**src/pts_pkg.sv**
```systemverilog
package pts_pkg;
  // register word byte addresses on the avalon slave
  localparam logic [3:0] PTS_OFF_TRIG_SEL = 4'h0;
  localparam logic [3:0] PTS_OFF_UPPER_EN = 4'h4;
  localparam logic [3:0] PTS_OFF_LOWER_EN = 4'h8;
  localparam logic [3:0] PTS_OFF_OVL_MODE = 4'hC;
  localparam logic [3:0] PTS_OFF_NEXT_DATA = 4'h0;
  localparam logic [3:0] PTS_OFF_PIN_STATE = 4'h4;
  // second page of registers selected by address bit 4
  localparam int PTS_PAGE_BIT = 4;
  // reset values
  localparam logic [7:0] PTS_RST_TRIG_SEL = 8'hFF;
  localparam logic [7:0] PTS_RST_UPPER_EN = 8'h00;
  localparam logic [7:0] PTS_RST_LOWER_EN = 8'h00;
  localparam logic [3:0] PTS_RST_OVL_MODE = 4'h0;
  localparam logic [15:0] PTS_RST_NEXT_DATA = 16'h0000;
  localparam logic [15:0] PTS_RST_PINS = 16'h0000;
  // select field positions, two bits per group
  localparam int PTS_SEL_W = 2;
  localparam int PTS_GRP_W = 4;
  localparam int PTS_NUM_GRP = 4;
  localparam int PTS_NUM_CHAN = 4;

  typedef struct packed {
    logic [PTS_NUM_CHAN-1:0] match_a;
    logic [PTS_NUM_CHAN-1:0] match_b;
  } pts_match_t;

  typedef enum logic [1:0] {
    PTS_CH0,
    PTS_CH1,
    PTS_CH2,
    PTS_CH3
  } pts_chan_t;
endpackage

```
**src/pts_group_trigger.sv**
```systemverilog
`timescale 1ns/100ps
// one group: picks its timer channel and forms its load strobes
module pts_group_trigger
  import pts_pkg::*;
(
  input wire logic [PTS_SEL_W-1:0] chan_sel_in,
  input wire logic nonoverlap_in,
  input wire pts_match_t match_in,
  output logic load_out,
  output logic clear_out
);
  logic hit_a;
  logic hit_b;

  always_comb
  begin
    case (pts_chan_t'(chan_sel_in))
      PTS_CH0:
      begin
        hit_a = match_in.match_a[0];
        hit_b = match_in.match_b[0];
      end
      PTS_CH1:
      begin
        hit_a = match_in.match_a[1];
        hit_b = match_in.match_b[1];
      end
      PTS_CH2:
      begin
        hit_a = match_in.match_a[2];
        hit_b = match_in.match_b[2];
      end
      PTS_CH3:
      begin
        hit_a = match_in.match_a[3];
        hit_b = match_in.match_b[3];
      end
      default:
      begin
        hit_a = 1'b0;
        hit_b = 1'b0;
      end
    endcase
  end

  // match a loads in both modes; in non-overlap mode match b first drives
  // the bits that are about to change low so edges never overlap
  assign load_out = hit_a;
  assign clear_out = nonoverlap_in & hit_b;
endmodule

```
**src/pts_trigger_select.sv**
```systemverilog
`timescale 1ns/100ps
module pts_trigger_select
  import pts_pkg::*;
(
  input wire logic clk_in,
  input wire logic rst_n_in,
  input wire logic [4:0] avs_address_in,
  input wire logic avs_read_in,
  input wire logic avs_write_in,
  input wire logic [31:0] avs_writedata_in,
  input wire logic [3:0] avs_byteenable_in,
  output logic [31:0] avs_readdata_out,
  output logic avs_waitrequest_out,
  output logic [1:0] avs_response_out,
  input wire pts_match_t match_in,
  output logic [7:0] porta_pins_out,
  output logic [7:0] portb_pins_out
);
  logic [7:0] group_trigger_select;
  logic [7:0] upper_output_enable;
  logic [7:0] lower_output_enable;
  logic [3:0] group_overlap_mode_reg;
  logic [15:0] next_data;
  logic [15:0] pins;
  logic [15:0] next_pins;
  logic [PTS_NUM_GRP-1:0] grp_load;
  logic [PTS_NUM_GRP-1:0] grp_clear;
  logic access_done;
  logic req;
  logic page;
  logic [3:0] offs;
  logic hit;

  // one wait state: the answer is given one edge after the request appears
  assign req = avs_read_in | avs_write_in;
  assign avs_waitrequest_out = req & ~access_done;
  assign page = avs_address_in[PTS_PAGE_BIT];
  assign offs = avs_address_in[3:0];

  function automatic logic [7:0] merge_byte(input logic [7:0] old, input logic [31:0] wd,
                                            input logic be);
    merge_byte = be ? wd[7:0] : old;
  endfunction

  always_comb
  begin
    hit = 1'b1;
    if (!page)
    begin
      case (offs)
        PTS_OFF_TRIG_SEL, PTS_OFF_UPPER_EN, PTS_OFF_LOWER_EN, PTS_OFF_OVL_MODE: hit = 1'b1;
        default: hit = 1'b0;
      endcase
    end
    else
    begin
      case (offs)
        PTS_OFF_NEXT_DATA, PTS_OFF_PIN_STATE: hit = 1'b1;
        default: hit = 1'b0;
      endcase
    end
  end

  always_ff @(posedge clk_in)
  begin
    if (!rst_n_in)
      access_done <= 1'b0;
    else
      access_done <= req & ~access_done;
  end

  wire logic wr_go = avs_write_in & access_done;

  always_ff @(posedge clk_in)
  begin
    if (!rst_n_in)
    begin
      group_trigger_select <= PTS_RST_TRIG_SEL;
      upper_output_enable <= PTS_RST_UPPER_EN;
      lower_output_enable <= PTS_RST_LOWER_EN;
      group_overlap_mode_reg <= PTS_RST_OVL_MODE;
      next_data <= PTS_RST_NEXT_DATA;
    end
    else if (wr_go && !page)
    begin
      case (offs)
        PTS_OFF_TRIG_SEL:
          group_trigger_select <= merge_byte(group_trigger_select, avs_writedata_in,
                                             avs_byteenable_in[0]);
        PTS_OFF_UPPER_EN:
          upper_output_enable <= merge_byte(upper_output_enable, avs_writedata_in,
                                            avs_byteenable_in[0]);
        PTS_OFF_LOWER_EN:
          lower_output_enable <= merge_byte(lower_output_enable, avs_writedata_in,
                                            avs_byteenable_in[0]);
        PTS_OFF_OVL_MODE:
          if (avs_byteenable_in[0])
            group_overlap_mode_reg <= avs_writedata_in[3:0];
        default: ;
      endcase
    end
    else if (wr_go && offs == PTS_OFF_NEXT_DATA)
    begin
      next_data[7:0] <= merge_byte(next_data[7:0], avs_writedata_in, avs_byteenable_in[0]);
      next_data[15:8] <= merge_byte(next_data[15:8], avs_writedata_in >> 8,
                                    avs_byteenable_in[1]);
    end
  end

  always_ff @(posedge clk_in)
  begin
    if (!rst_n_in)
      avs_readdata_out <= 32'h00000000;
    else if (avs_read_in && !access_done)
    begin
      avs_readdata_out <= 32'h00000000;
      if (!page)
      begin
        case (offs)
          PTS_OFF_TRIG_SEL: avs_readdata_out[7:0] <= group_trigger_select;
          PTS_OFF_UPPER_EN: avs_readdata_out[7:0] <= upper_output_enable;
          PTS_OFF_LOWER_EN: avs_readdata_out[7:0] <= lower_output_enable;
          PTS_OFF_OVL_MODE: avs_readdata_out[3:0] <= group_overlap_mode_reg;
          default: ;
        endcase
      end
      else if (offs == PTS_OFF_NEXT_DATA)
        avs_readdata_out[15:0] <= next_data;
      else if (offs == PTS_OFF_PIN_STATE)
        avs_readdata_out[15:0] <= pins;
    end
  end

  always_ff @(posedge clk_in)
  begin
    if (!rst_n_in)
      avs_response_out <= 2'h0;
    else if (req && !access_done)
      avs_response_out <= hit ? 2'h0 : 2'h2;
  end

  for (genvar g = 0; g < PTS_NUM_GRP; g++)
  begin : g_grp
    pts_group_trigger u_trig (
      .chan_sel_in(group_trigger_select[g*PTS_SEL_W +: PTS_SEL_W]),
      .nonoverlap_in(group_overlap_mode_reg[g]),
      .match_in(match_in),
      .load_out(grp_load[g]),
      .clear_out(grp_clear[g])
    );
  end

  always_comb
  begin
    logic [15:0] en;
    en = {upper_output_enable, lower_output_enable};
    next_pins = pins;
    for (int g = 0; g < PTS_NUM_GRP; g++)
    begin
      for (int b = 0; b < PTS_GRP_W; b++)
      begin
        if (en[g*PTS_GRP_W+b])
        begin
          // match a loads, match b pre-clears
          if (grp_load[g])
            next_pins[g*PTS_GRP_W+b] = next_data[g*PTS_GRP_W+b];
          else if (grp_clear[g] && pins[g*PTS_GRP_W+b] != next_data[g*PTS_GRP_W+b])
            next_pins[g*PTS_GRP_W+b] = 1'b0;
        end
      end
    end
  end

  always_ff @(posedge clk_in)
  begin
    if (!rst_n_in)
      pins <= PTS_RST_PINS;
    else
      pins <= next_pins;
  end

  assign porta_pins_out = pins[7:0];
  assign portb_pins_out = pins[15:8];

  a_upper_blocked: assert property (@(posedge clk_in) disable iff (!rst_n_in)
    !upper_output_enable[7] |=> $stable(portb_pins_out[7]))
    else $error("disabled upper bit changed");
  a_upper_copy: assert property (@(posedge clk_in) disable iff (!rst_n_in)
    (upper_output_enable[0] && grp_load[2]) |=> portb_pins_out[0] == $past(next_data[8]))
    else $error("enabled upper bit not copied");
  a_lower_copy: assert property (@(posedge clk_in) disable iff (!rst_n_in)
    (lower_output_enable[4] && grp_load[1]) |=> porta_pins_out[4] == $past(next_data[4]))
    else $error("enabled lower bit not copied");
  a_grp0_select: assert property (@(posedge clk_in) disable iff (!rst_n_in)
    grp_load[0] == match_in.match_a[group_trigger_select[1:0]])
    else $error("group 0 trigger wrong");
  a_grp1_select: assert property (@(posedge clk_in) disable iff (!rst_n_in)
    grp_load[1] == match_in.match_a[group_trigger_select[3:2]])
    else $error("group 1 trigger wrong");
  a_grp2_select: assert property (@(posedge clk_in) disable iff (!rst_n_in)
    grp_load[2] == match_in.match_a[group_trigger_select[5:4]])
    else $error("group 2 trigger wrong");
  a_grp3_select: assert property (@(posedge clk_in) disable iff (!rst_n_in)
    grp_load[3] == match_in.match_a[group_trigger_select[7:6]])
    else $error("group 3 trigger wrong");
  a_normal_no_b: assert property (@(posedge clk_in) disable iff (!rst_n_in)
    !group_overlap_mode_reg[0] |-> !grp_clear[0])
    else $error("match b acted in normal mode");
  a_nov_b_clear: assert property (@(posedge clk_in) disable iff (!rst_n_in)
    (grp_clear[0] && !grp_load[0] && lower_output_enable[0] && next_data[0] != pins[0])
    |=> !porta_pins_out[0])
    else $error("non-overlap pre-clear missed");
  a_idle_hold: assert property (@(posedge clk_in) disable iff (!rst_n_in)
    (grp_load == 4'h0 && grp_clear == 4'h0) |=> $stable(pins))
    else $error("pins moved without trigger");
  a_enable_reset: assert property (@(posedge clk_in)
    $rose(rst_n_in) |-> upper_output_enable == 8'h00)
    else $error("upper enable not cleared by reset");

  c_upper_load: cover property (@(posedge clk_in) grp_load[3] && upper_output_enable != 8'h00);
  c_nov_clear: cover property (@(posedge clk_in) grp_clear != 4'h0);
  c_bus_write: cover property (@(posedge clk_in) wr_go);
endmodule

```
**config.mk**
```make
export PLATFORM = sky130hd
export DESIGN_NAME = pts_trigger_select
export DESIGN_NICKNAME = d
export VERILOG_FILES = /design/src/pts_pkg.sv /design/src/pts_group_trigger.sv /design/src/pts_trigger_select.sv
export SDC_FILE = /design/constraint.sdc
export NUM_CORES = 1
export LEC_CHECK = 0
export ABC_CLOCK_PERIOD_IN_PS = 1500
export BUFFER_PORTS_ARGS = -buffer_cell sky130_fd_sc_hd__buf_2
export CORE_ASPECT_RATIO = 1.75
export CORE_MARGIN = 2
export CORE_UTILIZATION = 35
export CTS_BUF_LIST = sky130_fd_sc_hd__clkbuf_4
export CTS_CLUSTER_DIAMETER = 80
export DETAILED_ROUTE_END_ITERATION = 8
export GPL_ROUTABILITY_DRIVEN = 0
export SETUP_SLACK_MARGIN = 0.2
export SKIP_LAST_GASP = 1
export SYNTH_ARGS = -nofsm -noshare
export SYNTH_HDL_FRONTEND = slang
export SYNTH_HIERARCHICAL = 1
export SYNTH_SLANG_ARGS = --single-unit
```
**constraint.sdc**
```tcl
create_clock -name clk_in -period 1.5 [get_ports clk_in]
set_input_delay 0.225 -clock clk_in [delete_from_list [all_inputs] [get_ports clk_in]]
set_output_delay 0.225 -clock clk_in [all_outputs]
set_load 0.05 [all_outputs]
```
==> reports/results.txt <==
Data arrival time at the worst-slack endpoint = 1880 ps
Worst setup EP type = flip-flop
Worst r2r src = group_trigger_select[2]
Grt ovf = 0
Pin count of the biggest net entering global routing = 48
PortBufs = 68
Die boundary height = 145.8 um
Avg Cell Area, Syn = 9.713 um^2
Clock sink count = 78
Number of failing setup endpoints in the final timing report = 13
# nets final = 559
Min cycle time layout = 1545 ps
Netlist area before placement = 0.004021 mm^2
Combined area of the multi-input logic cells = 0.002369 mm^2
Post-synth EDFFs = 0
Clock tree from TritonCTS = done
Crit Path Max Fanout = 8
Worst hold path cell count = 3
Global-route total usage across every layer = 0.2032
Worst Setup Path Type = flip-flop to flip-flop
Yosys top cell by area = sky130_fd_sc_hd__dfxtp_1
Commonest cells after routing, fill and taps aside = sky130_fd_sc_hd__dfxtp_1 (58), sky130_fd_sc_hd__buf_4 (41), sky130_fd_sc_hd__nand2_1 (37), sky130_fd_sc_hd__buf_2 (34), sky130_fd_sc_hd__mux2i_1 (32)
Most frequent standard cell in the layout excluding fill and tap cells = sky130_fd_sc_hd__dfxtp_1
Ports placed on the boundary = 104
Flop and latch count out of synthesis = 78
First-pass GRT wire length = 19,350 um
R2r worst-path depth = 4
Average wire length per cell after detail routing = 19.10 um
Router iterations before antenna repair = 5
Area added between synthesis and finish = 29.56%
Number of antenna violations at the first check in global routing = 1
Worst reg-to-reg setup slack = -40 ps
Violations in the final reports = negative setup slack
Max-cap check violation count = 0
Clock-pin slew on the worst setup and hold paths = 140 ps
Count of nets left with antenna violations after detail routing = 0
Dominant register cell in the synthesized netlist = sky130_fd_sc_hd__dfxtp_1
Buffers from clock root to sink, at most = 2
Via total after detailed routing = 3,602
Die Wd = 85.03 um
Placed wire-length estimate = 9182 um
Yosys Warn Count = 6
Power density over the cells = 758.0 mW/mm^2
Sequential element share of the synthesized area = 0.3883
Filler Cell Count = 1,080
Latest clock arrival within the worst-skew pair = 440 ps
Registers with the most flip-flops = avs_readdata_out (16), next_data (16), pins (16)
Fin area = 0.005210 mm^2
Initial core utilization = 0.3601
Worst setup skew after layout = 10.44 ps
Number of clock buffers inserted by TritonCTS = 9
Crit path max-delay family = multiplexers
Iteration-0 DRC Markers = 218
FF/Latch Area = 0.001597 mm^2
Area contributors post-synth = sky130_fd_sc_hd__dfxtp_1 (39%), sky130_fd_sc_hd__mux2i_1 (8.0%), sky130_fd_sc_hd__mux4_2 (4.5%)
Synth top area share = 0.3883
Fin worst setup slack = -44.60 ps
Core outline area = 0.01117 mm^2
Via/cell ratio = 5.593
Worst hold margin = 34.30 ps
Total buffers and inverters traversed by the critical path = 0
Post-route clock period utilization = 1.030
Total Routed Length = 12,300 um
Hold_sp = avs_writedata_in[10]
Fraction of final layout cells sized beyond drive strength 1 = 0.3836
Clock root cell = sky130_fd_sc_hd__clkbuf_4
Highest-delay cell along the critical path = sky130_fd_sc_hd__mux4_2
Leakage power = 2.175 nW
Slowest cell delay on critical path = 630 ps
Top achievable clock speed = 0.6474 GHz
Type of the tightest min-delay check = input port to flip-flop
Total die area = 0.01240 mm^2
Peak supply drop = 0.4978 mV
Cell count after synthesis = 414
Number of pins exceeding their max-slew limit in the final report = 0
Vias in the first global route = 3,594
End of the worst register-to-register path = pins[6]
Final hold violation count = 0
Remaining routing DRC violations = 0
End point of the most critical hold path = next_data[10]
Status = finished with violations
Startpoint types = flip-flop
Setup repair after global routing missed its margin = true
Count of unique library cells instantiated by Yosys = 40
Worst EP required = 1840 ps
Number of levels in the clock H-tree = 3
# rows = 51
Async set-reset flop share out of synthesis = 0
Worst-path cell chain = mux4_2 -> a21o_1 -> a22oi_1 -> nor2b_1
Placed Instance Area = 0.004591 mm^2
==> repair_timing <==
| item | 4_1_cts | 5_1_grt |
|---|---|---|
| resized for setup | 83 | 46 |
| hold buffers | 3 | 0 |
| hold endpoints to repair | 3 | 0 |
| setup endpoints to repair | 85 | 64 |
| buffers inserted | 4 | 4 |
| cloned | 0 | 0 |
| pin swaps | 2 | 10 |
==> kinds of logic (layout without fill, tap and decap cells) <==
kind of cell	count (synthesis)	in the layout	synth area share
compound gates	111	111	0.1923
buf+inv	56	137	0.07871
flops	78	78	0.3883
mux	52	52	0.1730
other cells	1	18	0.0009325
simple gates	116	116	0.1668
==> worst max-delay path by stage <==
| stage | start | to | depth (start not counted) |
|---|---|---|---|
| 5_1_grt | group_trigger_select[2] | pins[7] | 4 |
| 2_1_floorplan | group_trigger_select[4] | pins[10] | 4 |
| 4_1_cts | access_done | avs_waitrequest_out | 3 |
| 3_3_place_gp | avs_address_in[4] | upper_output_enable[1] | 6 |
| 3_5_place_dp | avs_address_in[4] | group_overlap_mode_reg[2] | 6 |
| 6_report | group_trigger_select[2] | pins[6] | 4 |
==> report_power, final <==
group          internal (W)  switching, W  leakage (nW)
Clock              0.000506      0.000797        0.0622
Combinational      0.000210      0.000357          1.48
Sequential          0.00207    0.00000629         0.637
==> synthesized netlist by cell type, types with 2 or more instances <==
cell,number
sky130_fd_sc_hd__buf_4,19
sky130_fd_sc_hd__nand4b_1,10
sky130_fd_sc_hd__inv_1,12
sky130_fd_sc_hd__nand2_1,37
sky130_fd_sc_hd__a22oi_1,16
sky130_fd_sc_hd__o21ai_0,32
sky130_fd_sc_hd__mux4_1,4
sky130_fd_sc_hd__nor2b_1,18
sky130_fd_sc_hd__a2bb2oi_1,4
sky130_fd_sc_hd__mux4_2,8
sky130_fd_sc_hd__a21boi_1,20
sky130_fd_sc_hd__dfxtp_1,78
sky130_fd_sc_hd__a21o_1,16
sky130_fd_sc_hd__nand3_1,33
sky130_fd_sc_hd__and2_1,6
sky130_fd_sc_hd__o211ai_1,8
sky130_fd_sc_hd__mux2_2,8
sky130_fd_sc_hd__o221ai_1,8
sky130_fd_sc_hd__buf_2,9
sky130_fd_sc_hd__and4b_1,2
sky130_fd_sc_hd__mux2i_1,32
sky130_fd_sc_hd__a21boi_0,4
sky130_fd_sc_hd__clkbuf_1,11
sky130_fd_sc_hd__buf_6,3
==> routing by layer <==
| layer | track usage | share of wire |
|---|---|---|
| met4 | 0.1429 | 0.066 |
| met3 | 0.03517 | 0.036 |
| met2 | 0.3789 | 0.57 |
| met1 | 0.1931 | 0.33 |
| met5 | 0 | 0 |
==> metrics by stage <==
| stage | std cells | TNS (ps) | power [W] | util | setup slack, ps |
|---|---|---|---|---|---|
| detailed placement | 616 | -956.8 | 0.002631 | 0.4111 | -63.48 |
| floorplan | 430 | 0 | 0.002488 | - | 93.72 |
| CTS | 639 | -293.2 | 0.003960 | 0.4540 | -34.36 |
| finish | 644 | -305.4 | 0.003949 | 0.4666 | -44.60 |
| global placement | 616 | -647.9 | 0.002629 | 0.4111 | -50.90 |
| global route | 644 | -1135 | 0.004091 | 0.4666 | -84.74 |
==> worst reg2reg max path: stages, from the launching register on <==
cell	delay, ps
sky130_fd_sc_hd__dfxtp_4	390
sky130_fd_sc_hd__mux4_2	630
sky130_fd_sc_hd__a21o_1	200
sky130_fd_sc_hd__a22oi_1	170
sky130_fd_sc_hd__nor2b_1	60
==> final cells by class <==
| cell class | instances | area share |
|---|---|---|
| clock buffers | 9 | 0.01297 |
| clock inverters | 7 | 0.01393 |
| well taps | 132 | 0.03170 |
| repair buffers | 109 | 0.1712 |
| inverters | 12 | 0.008646 |
| flip-flops and latches | 78 | 0.3064 |
| diodes | 1 | 0.0004803 |
| multi-input cells | 296 | 0.4546 |
Power figures use the tool's default switching activity.
